[config.mk]
export PLATFORM = sky130hd
export DESIGN_NAME = voltage_link
export DESIGN_NICKNAME = d
export VERILOG_FILES = /design/src/rtl/link_pkg.sv /design/src/rtl/voltage_link.sv
export SDC_FILE = /design/constraint.sdc
export NUM_CORES = 1
export LEC_CHECK = 0
export ABC_AREA = 1
export BUFFER_PORTS_ARGS = -buffer_cell sky130_fd_sc_hd__buf_4
export CORE_MARGIN = 8
export CORE_UTILIZATION = 65
export DETAILED_ROUTE_END_ITERATION = 7
export PLACE_DENSITY = 0.9
export SETUP_SLACK_MARGIN = 0.5
export SLEW_MARGIN = 20
export SYNTH_ARGS = -nofsm -noshare
export SYNTH_HDL_FRONTEND = slang
export SYNTH_SLANG_ARGS = --single-unit
[constraint.sdc]
create_clock -name clk -period 7.08 [get_ports clk]
set_clock_uncertainty 0.15 [all_clocks]
set_input_delay 0.354 -clock clk [delete_from_list [all_inputs] [get_ports clk]]
set_output_delay 0.354 -clock clk [all_outputs]
set_load 0.03 [all_outputs]
[src/rtl/link_pkg.sv]
// Shared constants and types for the one-pin voltage configuration link.
package link_pkg;
  // Timing, derived from the 8 ns clock period.
  localparam int CLK_PERIOD_NS = 8;
  localparam int TIMEOUT_NS = 520000;
  localparam int TIMEOUT_CYCLES = TIMEOUT_NS / CLK_PERIOD_NS;
  localparam int STARTUP_NS = 170000;
  localparam int STARTUP_CYCLES = STARTUP_NS / CLK_PERIOD_NS;
  localparam int ACK_HOLD_NS = 520000;
  localparam int ACK_HOLD_CYCLES = ACK_HOLD_NS / CLK_PERIOD_NS;
  localparam int ACK_VALID_NS = 2000;
  localparam int ACK_VALID_CYCLES = (ACK_VALID_NS + CLK_PERIOD_NS - 1) / CLK_PERIOD_NS;
  // Counter layout.
  localparam int CNT_W = 17;
  localparam logic [16:0] CNT_MAX = 17'h1_FFFF;
  localparam logic [16:0] CNT_ZERO = 17'h0_0000;
  // Frame layout.
  localparam int FRAME_W = 16;
  localparam int BYTE_W = 8;
  localparam logic [4:0] BYTE_BITS = 5'h08;
  localparam logic [4:0] FRAME_LAST = 5'h0F;
  localparam logic [4:0] BITS_ZERO = 5'h00;
  localparam int ACK_BIT = 7;
  localparam int SEL_MSB = 6;
  localparam int SEL_LSB = 5;
  localparam int CODE_MSB = 4;
  localparam int CODE_W = 5;
  // Register select field encodings.
  localparam logic [1:0] SEL_CONV1_LOW = 2'h0;
  localparam logic [1:0] SEL_CONV1_HIGH = 2'h1;
  localparam logic [1:0] SEL_CONV2 = 2'h2;
  // Voltage register reset contents.
  localparam logic [4:0] CODE_RESET = 5'h00;
  // Frame buffer shape.
  localparam int FIFO_DEPTH = 16;
  // Positions in the input synchroniser vector.
  localparam int SYNC_W = 4;
  localparam int SYNC_MODE = 0;
  localparam int SYNC_VSEL = 1;
  localparam int SYNC_EN1 = 2;
  localparam int SYNC_EN2 = 3;
  typedef enum logic [2:0] {
    ST_OFF = 3'h0,
    ST_START = 3'h1,
    ST_IDLE = 3'h2,
    ST_ACK_WAIT = 3'h3,
    ST_ACK_DRIVE = 3'h4
  } link_state_t;
endpackage

[src/rtl/voltage_link.sv]
// One-pin mode and voltage configuration receiver with its frame buffer.
`timescale 1ns/1ps

module frame_fifo #(
  parameter int WIDTH = 8,
  parameter int DEPTH = 16
) (
  // Clock and reset
  input wire logic clk,
  input wire logic reset,
  // Filling side
  input wire logic in_valid,
  output logic in_ready,
  input wire logic [WIDTH-1:0] in_data,
  // Draining side
  output logic out_valid,
  input wire logic out_ready,
  output logic [WIDTH-1:0] out_data
);
  localparam int AW = $clog2(DEPTH);
  localparam logic [AW:0] FULL = (AW + 1)'(DEPTH);

  typedef struct packed {
    logic [DEPTH-1:0][WIDTH-1:0] mem;
    logic [AW-1:0] wr_ptr;
    logic [AW-1:0] rd_ptr;
    logic [AW:0] count;
  } fifo_state_t;

  fifo_state_t st_reg;
  fifo_state_t st_next;
  logic push;
  logic pop;

  assign in_ready = st_reg.count != FULL;
  assign out_valid = st_reg.count != '0;
  assign out_data = st_reg.mem[st_reg.rd_ptr];
  assign push = in_valid && in_ready;
  assign pop = out_valid && out_ready;

  // Pointers wrap naturally because the depth is a power of two.
  always_comb begin
    st_next = st_reg;
    if (push) begin
      st_next.mem[st_reg.wr_ptr] = in_data;
      st_next.wr_ptr = st_reg.wr_ptr + 1'b1;
    end
    if (pop) begin
      st_next.rd_ptr = st_reg.rd_ptr + 1'b1;
    end
    case ({push, pop})
      2'b10: begin
        st_next.count = st_reg.count + 1'b1;
      end
      2'b01: begin
        st_next.count = st_reg.count - 1'b1;
      end
      default: begin
        st_next.count = st_reg.count;
      end
    endcase
  end

  always_ff @(posedge clk) begin
    if (reset) begin
      st_reg <= '0;
    end else begin
      st_reg <= st_next;
    end
  end
endmodule

module voltage_link #(
  // Arbitrary own address; set it to the address of the real part.
  parameter logic [7:0] DEVICE_ADDRESS = 8'h5A,
  parameter int TIMEOUT_CYCLES = link_pkg::TIMEOUT_CYCLES,
  parameter int STARTUP_CYCLES = link_pkg::STARTUP_CYCLES,
  parameter int ACK_HOLD_CYCLES = link_pkg::ACK_HOLD_CYCLES
) (
  // Clock and reset
  input wire logic clk,
  input wire logic reset,
  // Shared mode and data pin, open drain
  input wire logic mode_data_in,
  output logic mode_data_out,
  output logic mode_data_oe,
  // Control pins
  input wire logic voltage_select_pin,
  input wire logic converter1_enable,
  input wire logic converter2_enable,
  // Converter side
  input wire logic vout_update_ready,
  output logic forced_pwm,
  output logic [4:0] conv1_voltage_code,
  output logic [4:0] conv2_voltage_code,
  output logic interface_ready
);
  localparam logic [16:0] TIMEOUT_LAST = 17'(TIMEOUT_CYCLES - 1);
  localparam logic [16:0] STARTUP_LAST = 17'(STARTUP_CYCLES - 1);
  localparam logic [16:0] ACK_HOLD_LAST = 17'(ACK_HOLD_CYCLES - 1);
  localparam logic [16:0] ACK_VALID_LAST = 17'(link_pkg::ACK_VALID_CYCLES - 1);

  typedef struct packed {
    logic [link_pkg::SYNC_W-1:0] sync1;
    logic [link_pkg::SYNC_W-1:0] sync2;
    logic line_prev;
    link_pkg::link_state_t state;
    logic [link_pkg::CNT_W-1:0] timer;
    logic [link_pkg::CNT_W-1:0] low_cnt;
    logic [link_pkg::CNT_W-1:0] high_cnt;
    logic cell_open;
    logic [4:0] bit_cnt;
    logic [link_pkg::FRAME_W-1:0] shift;
    logic bad;
    logic power_save;
    logic [4:0] conv1_high;
    logic [4:0] conv1_low;
    logic [4:0] conv2;
    logic [4:0] conv1_out;
  } link_state_reg_t;

  link_state_reg_t st_reg;
  link_state_reg_t st_next;
  logic line;
  logic fall;
  logic rx_on;
  logic acking;
  logic bit_one;
  logic bit_zero;
  logic [link_pkg::FRAME_W-1:0] word_next;
  logic last_cell;
  logic frame_good;
  logic frame_accepted;
  logic fifo_in_ready;
  logic fifo_out_valid;
  logic [link_pkg::BYTE_W-1:0] fifo_out_data;
  logic fire;

  function automatic logic [1:0] sel_field(input logic [7:0] data);
    sel_field = data[link_pkg::SEL_MSB:link_pkg::SEL_LSB];
  endfunction

  function automatic logic [4:0] code_field(input logic [7:0] data);
    code_field = data[link_pkg::CODE_MSB:0];
  endfunction

  assign line = st_reg.sync2[link_pkg::SYNC_MODE];
  assign fall = !line && st_reg.line_prev;
  assign rx_on = st_reg.sync2[link_pkg::SYNC_EN1] || st_reg.sync2[link_pkg::SYNC_EN2];
  assign acking = st_reg.state == link_pkg::ST_ACK_WAIT || st_reg.state == link_pkg::ST_ACK_DRIVE;

  // Widened by one bit so that doubling a saturated count cannot wrap.
  assign bit_one = {1'b0, st_reg.high_cnt} >= {st_reg.low_cnt, 1'b0};
  assign bit_zero = {1'b0, st_reg.low_cnt} >= {st_reg.high_cnt, 1'b0};
  assign word_next = {st_reg.shift[link_pkg::FRAME_W-2:0], bit_one};

  // A frame whose first edge came from the mode drop ends one bit out of step, fails the address and is lost.
  assign last_cell = st_reg.state == link_pkg::ST_IDLE && fall && st_reg.cell_open &&
                     st_reg.bit_cnt == link_pkg::FRAME_LAST;
  assign frame_good = last_cell && !st_reg.bad && (bit_one || bit_zero) &&
                      word_next[link_pkg::FRAME_W-1:link_pkg::BYTE_W] == DEVICE_ADDRESS;
  assign frame_accepted = frame_good && fifo_in_ready;
  assign fire = fifo_out_valid && vout_update_ready;

  frame_fifo #(
    .WIDTH(link_pkg::BYTE_W),
    .DEPTH(link_pkg::FIFO_DEPTH)
  ) u_fifo (
    .clk(clk),
    .reset(reset),
    .in_valid(frame_good),
    .in_ready(fifo_in_ready),
    .in_data(word_next[link_pkg::BYTE_W-1:0]),
    .out_valid(fifo_out_valid),
    .out_ready(vout_update_ready),
    .out_data(fifo_out_data)
  );

  always_comb begin
    st_next = st_reg;
    st_next.sync1 = {converter2_enable, converter1_enable, voltage_select_pin, mode_data_in};
    st_next.sync2 = st_reg.sync1;
    st_next.line_prev = line;

    // Mode tracking runs whether or not the receiver is enabled.
    if (line) begin
      st_next.power_save = 1'b0;
      if (st_reg.high_cnt != link_pkg::CNT_MAX) begin
        st_next.high_cnt = st_reg.high_cnt + 1'b1;
      end
    end else begin
      if (st_reg.low_cnt != link_pkg::CNT_MAX) begin
        st_next.low_cnt = st_reg.low_cnt + 1'b1;
      end
      // Our own acknowledge pulse holds the line low, so it must not count as a mode request.
      if (!fall && !acking && st_reg.low_cnt == TIMEOUT_LAST) begin
        st_next.power_save = 1'b1;
        st_next.cell_open = 1'b0;
        st_next.bit_cnt = link_pkg::BITS_ZERO;
      end
    end
    if (fall) begin
      st_next.low_cnt = link_pkg::CNT_ZERO;
      st_next.high_cnt = link_pkg::CNT_ZERO;
    end

    case (st_reg.state)
      link_pkg::ST_OFF: begin
        st_next.timer = link_pkg::CNT_ZERO;
        st_next.cell_open = 1'b0;
        st_next.bit_cnt = link_pkg::BITS_ZERO;
        if (rx_on) begin
          st_next.state = link_pkg::ST_START;
        end
      end
      link_pkg::ST_START: begin
        if (st_reg.timer == STARTUP_LAST) begin
          st_next.timer = link_pkg::CNT_ZERO;
          st_next.state = link_pkg::ST_IDLE;
        end else begin
          st_next.timer = st_reg.timer + 1'b1;
        end
      end
      link_pkg::ST_IDLE: begin
        if (fall && st_reg.cell_open) begin
          st_next.bad = st_reg.bad || !(bit_one || bit_zero);
          st_next.shift = word_next;
          st_next.bit_cnt = st_reg.bit_cnt + 1'b1;
          // The gap of end-of-stream and start interval between the bytes is not a bit.
          if (st_reg.bit_cnt == link_pkg::BYTE_BITS - 1'b1) begin
            st_next.cell_open = 1'b0;
          end
          if (last_cell) begin
            st_next.cell_open = 1'b0;
            st_next.bit_cnt = link_pkg::BITS_ZERO;
            if (frame_accepted && word_next[link_pkg::ACK_BIT]) begin
              st_next.timer = link_pkg::CNT_ZERO;
              st_next.state = link_pkg::ST_ACK_WAIT;
            end
          end
        end else if (fall) begin
          st_next.cell_open = 1'b1;
          if (st_reg.bit_cnt == link_pkg::BITS_ZERO) begin
            st_next.bad = 1'b0;
          end
        end
      end
      link_pkg::ST_ACK_WAIT: begin
        if (st_reg.timer == ACK_VALID_LAST) begin
          st_next.timer = link_pkg::CNT_ZERO;
          st_next.state = link_pkg::ST_ACK_DRIVE;
        end else begin
          st_next.timer = st_reg.timer + 1'b1;
        end
      end
      link_pkg::ST_ACK_DRIVE: begin
        if (st_reg.timer == ACK_HOLD_LAST) begin
          st_next.timer = link_pkg::CNT_ZERO;
          st_next.low_cnt = link_pkg::CNT_ZERO;
          st_next.high_cnt = link_pkg::CNT_ZERO;
          st_next.state = link_pkg::ST_IDLE;
        end else begin
          st_next.timer = st_reg.timer + 1'b1;
        end
      end
      default: begin
        st_next.state = link_pkg::ST_OFF;
      end
    endcase

    if (!rx_on) begin
      st_next.state = link_pkg::ST_OFF;
    end

    // Only buffered frames reach the registers, and the enables never clear them.
    if (fire) begin
      case (sel_field(fifo_out_data))
        link_pkg::SEL_CONV1_LOW: begin
          st_next.conv1_low = code_field(fifo_out_data);
        end
        link_pkg::SEL_CONV1_HIGH: begin
          st_next.conv1_high = code_field(fifo_out_data);
        end
        link_pkg::SEL_CONV2: begin
          st_next.conv2 = code_field(fifo_out_data);
        end
        default: begin
          st_next.conv2 = st_reg.conv2;
        end
      endcase
    end
    st_next.conv1_out = st_reg.sync2[link_pkg::SYNC_VSEL] ? st_reg.conv1_high : st_reg.conv1_low;
  end

  always_ff @(posedge clk) begin
    if (reset) begin
      st_reg <= '{
        sync1: '0, sync2: '0, line_prev: 1'b0, state: link_pkg::ST_OFF,
        timer: link_pkg::CNT_ZERO, low_cnt: link_pkg::CNT_ZERO, high_cnt: link_pkg::CNT_ZERO,
        cell_open: 1'b0, bit_cnt: link_pkg::BITS_ZERO, shift: '0, bad: 1'b0, power_save: 1'b0,
        conv1_high: link_pkg::CODE_RESET, conv1_low: link_pkg::CODE_RESET,
        conv2: link_pkg::CODE_RESET, conv1_out: link_pkg::CODE_RESET
      };
    end else begin
      st_reg <= st_next;
    end
  end

  assign mode_data_out = 1'b0;
  assign mode_data_oe = st_reg.state == link_pkg::ST_ACK_DRIVE;
  assign forced_pwm = !st_reg.power_save;
  assign conv1_voltage_code = st_reg.conv1_out;
  assign conv2_voltage_code = st_reg.conv2;
  assign interface_ready = st_reg.state == link_pkg::ST_IDLE || acking;

  property p_fast_pwm;
    @(posedge clk) disable iff (reset) line |=> !st_reg.power_save;
  endproperty
  a_fast_pwm: assert property (p_fast_pwm) else $error("Forced PWM not restored after high line.");
  property p_timeout;
    @(posedge clk) disable iff (reset)
      (!line && !fall && !acking && st_reg.low_cnt == TIMEOUT_LAST) |=> st_reg.power_save;
  endproperty
  a_timeout: assert property (p_timeout) else $error("Power save not entered at timeout.");
  property p_psave_low;
    @(posedge clk) disable iff (reset) st_reg.power_save |-> !st_reg.line_prev;
  endproperty
  a_psave_low: assert property (p_psave_low) else $error("Power save while line was high.");
  property p_rx_pwm;
    @(posedge clk) disable iff (reset)
      (st_reg.cell_open || st_reg.bit_cnt != link_pkg::BITS_ZERO) |-> forced_pwm;
  endproperty
  a_rx_pwm: assert property (p_rx_pwm) else $error("Power save during frame reception.");
  property p_vsel;
    @(posedge clk) disable iff (reset)
      rx_on |=> conv1_voltage_code ==
        $past(st_reg.sync2[link_pkg::SYNC_VSEL] ? st_reg.conv1_high : st_reg.conv1_low);
  endproperty
  a_vsel: assert property (p_vsel) else $error("Converter 1 code does not follow select pin.");
  property p_rx_off;
    @(posedge clk) disable iff (reset) !rx_on |=> st_reg.state == link_pkg::ST_OFF && !mode_data_oe;
  endproperty
  a_rx_off: assert property (p_rx_off) else $error("Receiver active with both enables low.");
  property p_startup;
    @(posedge clk) disable iff (reset)
      st_reg.state == link_pkg::ST_START |-> !interface_ready && st_reg.timer <= STARTUP_LAST;
  endproperty
  a_startup: assert property (p_startup) else $error("Startup interval overrun or ready early.");
  property p_ack_cause;
    @(posedge clk) disable iff (reset)
      $rose(st_reg.state == link_pkg::ST_ACK_WAIT) |-> $past(frame_accepted && word_next[link_pkg::ACK_BIT]);
  endproperty
  a_ack_cause: assert property (p_ack_cause) else $error("Acknowledge without valid request.");
  property p_ack_hold;
    @(posedge clk) disable iff (reset) mode_data_oe |-> st_reg.timer <= ACK_HOLD_LAST;
  endproperty
  a_ack_hold: assert property (p_ack_hold) else $error("Acknowledge pull-down held too long.");
  property p_ack_delay;
    @(posedge clk) disable iff (reset)
      $rose(mode_data_oe) |-> $past(st_reg.state == link_pkg::ST_ACK_WAIT) && $past(st_reg.timer) == ACK_VALID_LAST;
  endproperty
  a_ack_delay: assert property (p_ack_delay) else $error("Pull-down started before valid delay.");
  property p_write;
    @(posedge clk) disable iff (reset)
      $changed(st_reg.conv2) |-> $past(fire && sel_field(fifo_out_data) == link_pkg::SEL_CONV2);
  endproperty
  a_write: assert property (p_write) else $error("Converter 2 code changed without a frame.");
endmodule

# == Word level (Yosys, flattened, before mapping) ==
# Cells that the tools add are included.
# word_totals
output_inout_bits,14
in_bits,7
latchBits,0
mem_bits_ro,0
mem_count,0
word_cells,151
ramBits,0
regBits,248
# classes
n_eq_ne,24
shift,0
order_cmp,5
div,0
n_reduce_logical,42
bitwise,1
multipliers,0
muxes,36
addsub,8
# ops
operator,count
128-bit bitwise mux,1
17-bit two-way mux,7
34-bit two-way mux,3
17-bit one-hot mux with 5 select lines,1
20-bit two-way mux,3
17-bit by 1-bit adder with 17-bit output (second input constant),3
17-bit by 18-bit >= comparator with 1-bit output,2
17-bit by 16-bit equality test with 1-bit output (second input constant),2
17-bit inequality test (second input constant),2
8-bit binary-select mux with 4-bit select,1
8-bit demux with 4-bit select,1
21-bit two-way mux,1
6-bit two-way mux,3
17-bit by 15-bit equality test with 1-bit output (second input constant),1
17-bit by 8-bit equality test with 1-bit output (second input constant),1
3-bit one-hot mux with 5 select lines,1
1-bit logical AND,14
6-bit one-hot mux with 2 select lines,1
5-bit by 1-bit adder with 5-bit output (second input constant),2
4-bit by 5-bit < comparator with 1-bit output (second input constant),2
5-bit one-hot mux with 2 select lines,1
5-bit nonzero test,2
3-bit two-way mux,3
4-bit by 1-bit adder with 4-bit output (second input constant),2
other kinds (29),56

# == Depth between registers and ports, before layout ==
# Gate-level depths: netlist of the first run.
# depth
word_depth,14
mapped_depth,22
depth_no_buf,21

# == Hierarchy ==
# A second synthesis of the first run with hierarchy kept.
# hier_totals
cells_unflattened,2163
hier_area_um2,13918.3
# modules_own_cells
module,instances,area_per_inst_um2,cells_per_inst
frame_fifo,1,7698.6,1250
voltage_link,1,6219.7,913

# == Worst setup path after synthesis of the first run ==
# No wires, ideal clock.
# synth_timing
kind,register -> register
startpoint,reg st_reg[74] (netlist name)
endpoint,reg u_fifo.st_reg[4] (netlist name)
period_less_slack_ns,3.403
path_stages_with_launch,21
t_arrival_ns,3.184
required_ns,6.860
path_slack_ns,3.677
cell_sequence,dfxtp_1 -> clkbuf_1 -> inv_1 -> ha_1 -> nand3_1 -> nor2_1 -> a21boi_1 -> nor2_2 -> nand2_1 -> nand3_4 -> buf_6 -> ha_1 -> inv_1 -> fa_1 -> inv_1 -> a31oi_1 -> inv_1 -> nor2_1 -> nor3_1 -> o21ai_0 -> a21oi_1
# synth_between
elab_chain_cells,7
# synth_lines
element,line_no,source
start: declaration,voltage_link.sv:122,link_state_reg_t st_reg;
start signal: assignment,voltage_link.sv:297,st_reg <= '{
start signal: assignment,voltage_link.sv:305,st_reg <= st_next;
17-bit by 18-bit >= comparator with 1-bit output (on tied branches),"voltage_link.sv:153, voltage_link.sv:154",
1-bit logical OR (*),voltage_link.sv:160,assign frame_good = last_cell && !st_reg.bad && (bit_one || bit_zero) &&
1-bit logical AND (*) (2 in a row),voltage_link.sv:160,
1-bit logical AND (*),voltage_link.sv:38,assign push = in_valid && in_ready;
2-bit by 1-bit equality test with 1-bit output / 2-bit equality test (equally long branches),voltage_link.sv:51,"case ({push, pop})"
5-bit one-hot mux with 2 select lines / 2-bit nonzero test (equally long branches),n/a,
end signal: assignment,voltage_link.sv:68,st_reg <= st_next;
end: declaration,voltage_link.sv:30,fifo_state_t st_reg;
# Every way passes the cells marked *; elsewhere a longest branch is shown, timed or not.
# A chain may end at the register's enable or synchronous reset.

# == Worst setup path in the final report of the first run ==
# layout_timing
startpoint,reg st_reg[63] (netlist name)
endpoint,reg u_fifo.st_reg[4] (netlist name)
# The elaborated chain is that of the path after synthesis.

==> results.py, run 1 <==
metrics = {
    "run_status": {
        "status": "completed",
    },
    "cts": {
        "clk_path_buf_depth": 3,
        "clkTransAtPathRegs_ns": 0.06,
        "h-tree-depth": 1,
        "post_cts_resized": 0,
        "cts_inserted_buffers": 25,
        "cts_tree": "yes",
        "clock_latency_ns": 0.54,
        "clock-sinks": 231,
        "cts-root-buf": "clkbuf_16",
    },
    "yosys": {
        "synth_seq_cells": 231,
        "synth_largest_area_cell": "dfxtp_1",
        "synthCells": 1810,
        "ys.flop_type": "dfxtp_1",
        "post-synth-top-area-fraction_pct": 37.8,
        "synth-compound-area-share_pct": 12.9,
        "synth.distinct_cells": 48,
        "synthAdderAreaFrac_pct": 4.97,
        "ys_seq_area_share_pct": 37.8,
        "synth_top_family_by_area": "simple AND/OR/NAND/NOR gates",
        "synth.avg_cell_area_sq_um": 6.76,
        "synth-xor-area-share_pct": 1.29,
        "syn_area_sq_mm": 0.0122,
        "yosysWarningCount": 0,
        "async_flop_share_pct": 0,
        "post-synth-top-count-cell": "nor2_1",
        "muxShareOfSynthArea_pct": 0,
        "synth-simple-area-share_pct": 34.9,
        "syn-num-nets": 1865,
        "synth_edf_count": 0,
        "netlist_top_cells_area": "dfxtp_1, nor2_1, nand2_1",
        "synthTopCellsByCount": "nor2_1, nand2_1, dfxtp_1, nand3_1, inv_1",
    },
    "pwr": {
        "powerDensity_mw_per_mm2": 273,
        "p_sw_mw": 1.18,
        "vdd_ir_drop_max_mv": 0.215,
        "p_total_mw": 3.62,
        "p_leak_nw": 5.55,
        "combPwrFrac_pct": 23.3,
        "p_int_mw": 2.44,
        "clockPowerShare_pct": 38.2,
        "power_frac_seq_pct": 38.5,
        "switching_share_pct": 32.7,
    },
    "floorplan": {
        "coreArea_sq_mm": 0.0186,
        "die_x_microns": 153,
        "io_pins": 21,
        "start_util_pct": 65.8,
        "die-area_sq_mm": 0.0235,
        "num_rows": 50,
        "die_height_microns": 153,
    },
    "placement": {
        "gp_congestion": 0.963,
        "dp_cells": 1979,
        "dpl.hpwl_microns": 22000,
        "numPortBuffers": 19,
    },
    "global_routing": {
        "antenna_found_initial": 0,
        "grt.overflow.total": 0,
        "grt_pass1_vias": 11100,
        "grt_max_degree": 91,
        "track_usage_pct": 27.5,
        "grt_pass1_wl_microns": 54300,
    },
    "drt": {
        "drc": 0,
        "via_per_inst": 5.97,
        "wl_per_cell_microns": 16.5,
        "drtIter0Drc": 1574,
        "via_count": 12100,
        "finalWirelength_microns": 33500,
        "dr.pass1.iters": 6,
        "postRouteAntennaNets": 0,
    },
    "cells_and_area": {
        "antenna_cells": 0,
        "n_fill_cell": 1465,
        "drive_gt1_share_pct": 5.63,
        "multiInputGateArea_sq_mm": 0.00663,
        "ff_latch_area_sq_mm": 0.00462,
        "stdcell_count": 2029,
        "area.growth.synth_to_final_pct": 8.35,
        "largest_register_ffs": 125,
        "nets": 1831,
    },
    "worst_hold_path": {
        "min_path_type": "in -> reg",
    },
    "timing": {
        "rsz0062_at_grt": "false",
        "hold_viol_final": 0,
        "fin_crit_ns": 4.34,
        "clock.fmax_mhz": 231,
        "tightest_slew_ns": 1.10,
        "totalNegativeSetupSlack_ns": 0,
        "slew_viol_final": 0,
        "final.period_utilization_pct": 61.2,
        "max_slew_margin_pct": 26.3,
        "finalSetupViolations": 0,
    },
    "setup_path": {
        "worst_ep_required_time_ns": 7.40,
        "end_kind": "register",
        "crit_type": "reg -> reg",
        "path_max_fanout": 17,
        "cp-start-kind": "register",
        "arrival_ns": 4.66,
    },
    "flow_run": {
        "maxCapViolCount": 0,
    },
}
-- area by class of cell --
class	instances	share of cell area, %
Tap cell	234	2.21
Timing Repair Buffer	32	1.89
Inverter	154	4.38
Clock buffer	35	5.46
Sequential cell	231	34.9
Clock inverter	11	1.15
Multi-Input combinational cell	1332	50.0
-- what timing repair did --
item,in CTS,in global routing
setup buffers,0,0
hold endpoints to repair,4,0
hold buffers,4,0
-- metrics by stage --
step                      util (%)  instance area (sq um)  hold slack [ns]  setup WS, ns
after global routing          71.3                  13300           0.0783          2.38
after detailed placement      66.3                  12300            0.256          2.80
final                         71.3                  13300           0.0513          2.74
after global placement        66.3                  12300            0.252          2.96
after CTS                     71.2                  13200           0.0412          2.78
after floorplan                  -                  12200            0.238          3.68
-- critical path: stages, from the launching register on --
cell and delay [ns]:
dfxtp_1 0.43, inv_1 0.14, ha_1 0.31, nand2_1 0.07
nand2_1 0.04, nand2_1 0.05, nand2_1 0.05, nand2_1 0.06
a21boi_1 0.09, nor2_2 0.61, nand2_1 0.34, nand3_4 0.38
ha_1 0.33, inv_1 0.10, fa_1 0.41, inv_1 0.07
a31oi_1 0.10, inv_1 0.07, nor2_1 0.04, nor3_1 0.17
o21ai_0 0.10, a21oi_1 0.14
-- cells in the final DEF, fill, tap and decap left out, types with 10 or more instances in the layout --
master,instances
o21ai_0,127
clkbuf_16,25
o211ai_1,15
buf_4,28
o221ai_1,18
nor2_1,438
inv_1,150
nand3_1,176
ha_1,47
a21oi_1,84
xor2_1,16
nand2_1,286
nand4_1,29
dfxtp_1,231
nor3_1,20
o22ai_1,10
-- per-layer routing --
layer	up-vias	share of wire [%]	global-route usage (%)
met4	0	2.9	10.3
met2	620	45	43.9
met1	5526	41	36.0
met3	94	11	5.64
li1	5882	-	-
met5	-	0	0
-- power groups by stage --
stage               Combinational (mW)  Clock (mW)  Sequential [mW]
finish                           0.844        1.38             1.39
global route                     0.932        1.44             1.40
CTS                              0.821        1.39             1.39
detailed placement               0.810           0             1.42
global placement                 0.781           0             1.42
floorplan                        0.615           0             1.41
-- path summary, 6_finish.rpt --
path	from	endpoint	slack, ns	cells past startpoint
worst min-delay path	vout_update_ready	u_fifo.st_reg[6]$_SDFFE_PP0P_	0.05	3
worst max-delay path	st_reg[63]$_SDFF_PP0_	u_fifo.st_reg[4]$_SDFFE_PP0P_	2.74	21
worst min register to register	st_next[100]$_SDFF_PP0_	st_reg[100]$_SDFF_PP0_	0.27	2
worst max register to register	st_reg[63]$_SDFF_PP0_	u_fifo.st_reg[4]$_SDFFE_PP0P_	2.74	21
-- kinds of logic after synthesis --
logic type,Yosys count
other,1
flip-flops,231
AND/OR/NAND/NOR,988
XOR/XNOR,18
buffers and inverters,247
adder cells (fa/ha/maj),48
AO/OA/AOI/OAI,277
(Power assumes the default switching activity.)
==> run 2: changes to the inputs <==
ABC_AREA = 0   (was 1)
CORE_UTILIZATION = 63   (was 65)
PLACE_DENSITY = 0.88   (was 0.9)
clock period = 4.3 ns   (was 7.08 ns; I/O delays follow)
==> run 2 against run 1 <==
  * Die area down 4.8%
  * Maximum frequency is 17% higher
  * Clock power is 55% higher
  * Final cell count is 31% lower
  * Hold slack got worse by 0.0040 ns
  * Critical path type unchanged
==> results.py, run 2 <==
metrics = {
    "setup_path": {
        "crit_type": "reg -> reg",
        "worst_ep_required_time_ns": 4.60,
        "cp-start-kind": "register",
        "crit_path_max_incr_delay_ns": 0.53,
        "r2r_slack_ns": 0.61,
        "path_max_fanout": 8,
        "cp_top_family": "simple AND/OR/NAND/NOR gates",
        "critPathBufInv": 2,
        "end_kind": "register",
        "slowest_stage": "dfxtp_1",
        "crit_chain": "ha_1, nand3b_1, o22ai_1, a221oi_1, nand2_1, or2_2, nand4_1, ha_2, inv_1, fa_1, inv_1, a21o_1, a21oi_1, xnor2_1, or3_1, a21oi_1",
        "arrival_ns": 3.99,
    },
    "timing": {
        "totalNegativeSetupSlack_ns": 0,
        "rsz0062_at_grt": "false",
        "tightest_slew_ns": 1.05,
        "final.period_utilization_pct": 85.9,
        "hold_viol_final": 0,
        "finalSetupViolations": 0,
        "slew_viol_final": 0,
        "clock.fmax_mhz": 271,
        "layout_setup_ws_ns": 0.608,
        "fin_crit_ns": 3.69,
        "max_slew_margin_pct": 29.9,
    },
    "cts": {
        "clk_path_buf_depth": 3,
        "cts_tree": "yes",
        "clkTransAtPathRegs_ns": 0.06,
        "cts_inserted_buffers": 24,
        "cts-root-buf": "clkbuf_16",
        "clock_latency_ns": 0.53,
        "h-tree-depth": 1,
        "clock-sinks": 231,
    },
    "global_routing": {
        "grt_max_degree": 103,
        "grt_pass1_wl_microns": 43500,
        "track_usage_pct": 23.8,
        "grt.overflow.total": 0,
        "antenna_found_initial": 1,
        "grt_pass1_vias": 8708,
    },
    "floorplan": {
        "die-area_sq_mm": 0.0223,
        "io_pins": 21,
        "die_height_microns": 149,
        "coreArea_sq_mm": 0.0177,
        "start_util_pct": 63.3,
        "die_x_microns": 149,
        "num_rows": 49,
    },
    "cells_and_area": {
        "area.growth.synth_to_final_pct": 9.42,
        "drive_gt1_share_pct": 12.5,
        "final_common_cell": "dfxtp_1",
        "mostFrequentLayoutCells": "dfxtp_1, nor2_1, mux2i_1",
        "antenna_cells": 0,
        "fin_area_sq_mm": 0.0123,
        "largest_register_ffs": 125,
        "nets": 1202,
    },
    "yosys": {
        "synth-xor-area-share_pct": 3.36,
        "synthCells": 1165,
        "ys_seq_area_share_pct": 41.2,
        "synth_top_family_by_area": "multiplexers",
        "post-synth-top-count-cell": "dfxtp_1",
        "syn-num-nets": 1220,
        "synthAdderAreaFrac_pct": 5.42,
        "synth_seq_cells": 231,
        "synth-compound-area-share_pct": 8.01,
        "ys.flop_type": "dfxtp_1",
        "yosysWarningCount": 0,
        "synth.distinct_cells": 67,
        "async_flop_share_pct": 0,
        "synth_edf_count": 0,
        "syn_area_sq_mm": 0.0112,
        "synth_largest_area_cell": "dfxtp_1",
        "synth-simple-area-share_pct": 17.7,
        "synthTopCellsByCount": "dfxtp_1, nor2_1, mux2i_1, nand2_1, inv_1",
        "post-synth-top-area-fraction_pct": 41.2,
        "muxShareOfSynthArea_pct": 19.2,
        "netlist_top_cells_area": "dfxtp_1, mux2i_1, nor2_1",
        "synth.avg_cell_area_sq_um": 9.63,
    },
    "drt": {
        "via_per_inst": 6.16,
        "finalWirelength_microns": 26100,
        "postRouteAntennaNets": 0,
        "drtIter0Drc": 697,
        "via_count": 8587,
        "wl_per_cell_microns": 18.7,
        "drc": 0,
        "dr.pass1.iters": 5,
    },
    "placement": {
        "numPortBuffers": 19,
        "gp_congestion": 0.860,
        "dp_slack_ns": 0.508,
        "dpl_cell_area_sq_mm": 0.0114,
        "dpl.hpwl_microns": 16400,
    },
    "flow_run": {
        "maxCapViolCount": 0,
    },
    "pwr": {
        "p_total_mw": 4.44,
        "vdd_ir_drop_max_mv": 0.322,
        "powerDensity_mw_per_mm2": 362,
        "p_leak_nw": 5.28,
    },
    "run_status": {
        "status": "completed",
    },
    "worst_hold_path": {
        "min_path_type": "in -> reg",
    },
}
run 2: metrics by stage:
stage                     cells  hold WS [ns]  util [%]
after floorplan            1165         0.193         -
after global placement     1345         0.269      64.1
after global routing       1393        0.0591      69.3
after detailed placement   1345         0.278      64.1
final                      1393        0.0473      69.3
after CTS                  1392        0.0372      69.0
run 2: final timing paths:
| path | start | end | cells after the start |
|---|---|---|---|
| setup / recovery | st_reg[77]$_SDFF_PP0_ | u_fifo.st_reg[4]$_SDFFE_PP0P_ | 16 |
| hold / removal | vout_update_ready | u_fifo.st_reg[6]$_SDFFE_PP0P_ | 5 |
| setup reg to reg | st_reg[77]$_SDFF_PP0_ | u_fifo.st_reg[4]$_SDFFE_PP0P_ | 16 |
| hold reg to reg | st_next[102]$_SDFF_PP0_ | st_reg[102]$_SDFF_PP0_ | 1 |
run 2: area by class of cell:
cell class | count | area (sq um)
fill | 1199 | 5440
clock buffer | 29 | 659
multi-input combinational | 806 | 6080
clock inverter | 14 | 160
sequential | 231 | 4640
timing repair buffer | 34 | 265
inverter | 50 | 188
tap | 229 | 287
run 2: repair_timing:
| action | CTS | global route |
|---|---|---|
| endpoints found under the hold margin | 4 | 0 |
| setup buffers | 0 | 1 |
| resized for setup | 2 | 15 |
| pin swaps | 0 | 2 |
| setup endpoints to repair | 1 | 1 |
| hold buffers | 4 | 0 |
run 2: cell families after synthesis:
kind of cell	Yosys count
AND/OR/NAND/NOR	426
flip-flops	231
multiplexers	170
buffers and inverters	128
AO/OA/AOI/OAI	118
adder cells (fa/ha/maj)	48
XOR/XNOR	43
other	1
run 2: tightest hold or removal path: cells and delay by family:
family	cells	cell delay, ns
buffers and inverters	2	0.26
AO/OA/AOI/OAI	2	0.11
AND/OR/NAND/NOR	1	0.08
run 2: per-layer routing:
metal	vias to the layer above	share of wire, %	GRT usage, %
met5	-	0.046	0
met4	2	3.0	9.59
met3	72	6.5	4.14
met2	328	50	40.5
met1	4146	41	29.2
li1	4039	-	-
run 2: power breakdown:
group | internal [mW] | switching, mW | total [mW]
registers | 2.15 | 0.00910 | 2.16
clock network | 1.27 | 0.867 | 2.14
logic | 0.0366 | 0.106 | 0.143
==> run 3: changes to the inputs <==
CELL_PAD_IN_SITES_DETAIL_PLACEMENT = 0   (was not set)
CELL_PAD_IN_SITES_GLOBAL_PLACEMENT = 1   (was not set)
CORE_UTILIZATION = 50   (was 63)
==> run 3 against run 2 <==
  * Critical path depth grew 1
  * Largest cell class unchanged
  * First-iteration DRC count is 20% lower
  * Sequential share of layout area is 0.66 points lower
  * Critical path type unchanged
  * Die area up 23%
  * Final cell count rose by 4.2%
==> results.py, run 3 (synthesis results as in run 2) <==
metrics = {
    "run_status": {
        "status": "completed",
    },
    "cts": {
        "cts_inserted_buffers": 25,
        "clk_path_buf_depth": 3,
        "clock_latency_ns": 0.53,
        "clkTransAtPathRegs_ns": 0.06,
        "cts-root-buf": "clkbuf_16",
        "clock-sinks": 231,
        "h-tree-depth": 1,
        "cts_tree": "yes",
    },
    "timing": {
        "hold_viol_final": 0,
        "max_slew_margin_pct": 34.7,
        "slew_viol_final": 0,
        "totalNegativeSetupSlack_ns": 0,
        "clock.fmax_mhz": 277,
        "final.period_utilization_pct": 83.9,
        "rsz0062_at_grt": "false",
        "fin_crit_ns": 3.61,
        "finalSetupViolations": 0,
        "layout_setup_ws_ns": 0.692,
        "tightest_slew_ns": 0.978,
    },
    "cells_and_area": {
        "n_fill_cell": 1941,
        "area.growth.synth_to_final_pct": 11.3,
        "final_common_cell": "dfxtp_1",
        "drive_gt1_share_pct": 12.9,
        "mostFrequentLayoutCells": "dfxtp_1, nor2_1, mux2i_1",
        "nets": 1204,
        "antenna_cells": 0,
        "largest_register_ffs": 125,
    },
    "flow_run": {
        "maxCapViolCount": 0,
    },
    "floorplan": {
        "die-area_sq_mm": 0.0275,
        "num_rows": 55,
        "die_x_microns": 166,
        "die_height_microns": 166,
        "coreArea_sq_mm": 0.0224,
        "io_pins": 21,
        "start_util_pct": 50.2,
    },
    "setup_path": {
        "worst_ep_required_time_ns": 4.61,
        "cp-start-kind": "register",
        "cp_top_family": "compound AO/OA/AOI/OAI gates",
        "r2r_slack_ns": 0.69,
        "arrival_ns": 3.92,
        "crit_path_max_incr_delay_ns": 0.35,
        "path_max_fanout": 4,
        "crit_chain": "inv_1, ha_1, a21o_1, a21o_1, a221oi_2, nand2_1, or2_2, nand4_1, ha_2, inv_1, fa_2, inv_1, a21o_1, a21oi_1, xnor2_1, or3_1, a21oi_1",
        "slowest_stage": "dfxtp_2",
        "crit_type": "reg -> reg",
        "critPathBufInv": 3,
        "end_kind": "register",
    },
    "pwr": {
        "switching_share_pct": 21.5,
        "clockPowerShare_pct": 50.7,
        "power_frac_seq_pct": 46.2,
        "p_sw_mw": 1.01,
        "p_int_mw": 3.67,
        "p_leak_nw": 5.34,
        "vdd_ir_drop_max_mv": 0.266,
        "powerDensity_mw_per_mm2": 374,
        "combPwrFrac_pct": 3.1,
    },
    "drt": {
        "drtIter0Drc": 555,
        "dr.pass1.iters": 5,
        "drc": 0,
        "via_per_inst": 5.67,
        "via_count": 8232,
        "wl_per_cell_microns": 16.8,
        "finalWirelength_microns": 24300,
        "postRouteAntennaNets": 0,
    },
    "global_routing": {
        "antenna_found_initial": 0,
        "grt_max_degree": 107,
        "grt_pass1_vias": 7857,
        "grt_pass1_wl_microns": 40600,
        "grt.overflow.total": 0,
        "track_usage_pct": 17.4,
    },
    "placement": {
        "numPortBuffers": 19,
        "dpl.hpwl_microns": 15900,
        "dp_slack_ns": 0.464,
        "gp_congestion": 0.859,
    },
    "worst_hold_path": {
        "min_path_type": "in -> reg",
    },
}
run 3: metrics by stage:
step / area, sq um / hold WS [ns] / instances / util [%] / power (mW)
floorplan: 11200 / 0.193 / 1165 / - / 2.31
global placement: 11400 / 0.266 / 1402 / 51.2 / 2.34
detailed placement: 11400 / 0.282 / 1402 / 51.2 / 2.34
CTS: 12400 / 0.0410 / 1451 / 55.6 / 4.71
global route: 12500 / 0.0615 / 1452 / 55.9 / 4.82
finish: 12500 / 0.0547 / 1452 / 55.9 / 4.67
run 3: final cells by class:
cell class                      count  area (sq um)  share of cell area (%)
Tap cell                          285           357                    2.85
Multi-Input combinational cell    806          6100                    48.8
Clock inverter                     10           170                    1.36
Sequential cell                   231          4640                    37.1
Clock buffer                       35           763                    6.11
Inverter                           50           188                    1.50
Timing Repair Buffer               35           277                    2.21
run 3: path summary, 6_finish.rpt:
check,end,cells after the start,start
min reg2reg,st_reg[100]$_SDFF_PP0_,1,st_next[100]$_SDFF_PP0_
max reg2reg,u_fifo.st_reg[4]$_SDFFE_PP0P_,17,st_reg[51]$_SDFF_PP0_
min,u_fifo.st_reg[6]$_SDFFE_PP0P_,5,vout_update_ready
max,u_fifo.st_reg[4]$_SDFFE_PP0P_,17,st_reg[51]$_SDFF_PP0_
run 3: power groups by stage:
stage	clock, mW	sequential, mW	combinational (mW)
global route	2.51	2.16	0.158
global placement	0	2.20	0.137
floorplan	0	2.20	0.109
CTS	2.41	2.16	0.143
finish	2.37	2.16	0.145
detailed placement	0	2.20	0.139
run 3: timing repair:
| action | in CTS | in global routing |
|---|---|---|
| resized for setup | 2 | 18 |
| pin swaps | 0 | 3 |
| buffers inserted | 0 | 1 |
| hold endpoints to repair | 4 | 0 |
| setup endpoints to repair | 1 | 1 |
| hold buffers | 4 | 0 |
run 3: layer usage:
| metal | part of all wire (%) | track usage (%) | up-vias | wire length, microns |
|---|---|---|---|---|
| met2 | 47 | 28.2 | 139 | 11500 |
| met4 | 1.6 | 4.78 | 0 | 383 |
| li1 | - | - | 4043 | - |
| met3 | 3.7 | 2.23 | 32 | 890 |
| met5 | 0 | 0 | - | 0 |
| met1 | 47 | 23.9 | 4018 | 11600 |
run 3: worst min-delay path, cell delays in order:
cell,delay (ns)
buf_4,0.10
o21ai_1,0.06
buf_4,0.17
nand2_1,0.08
a21oi_1,0.06
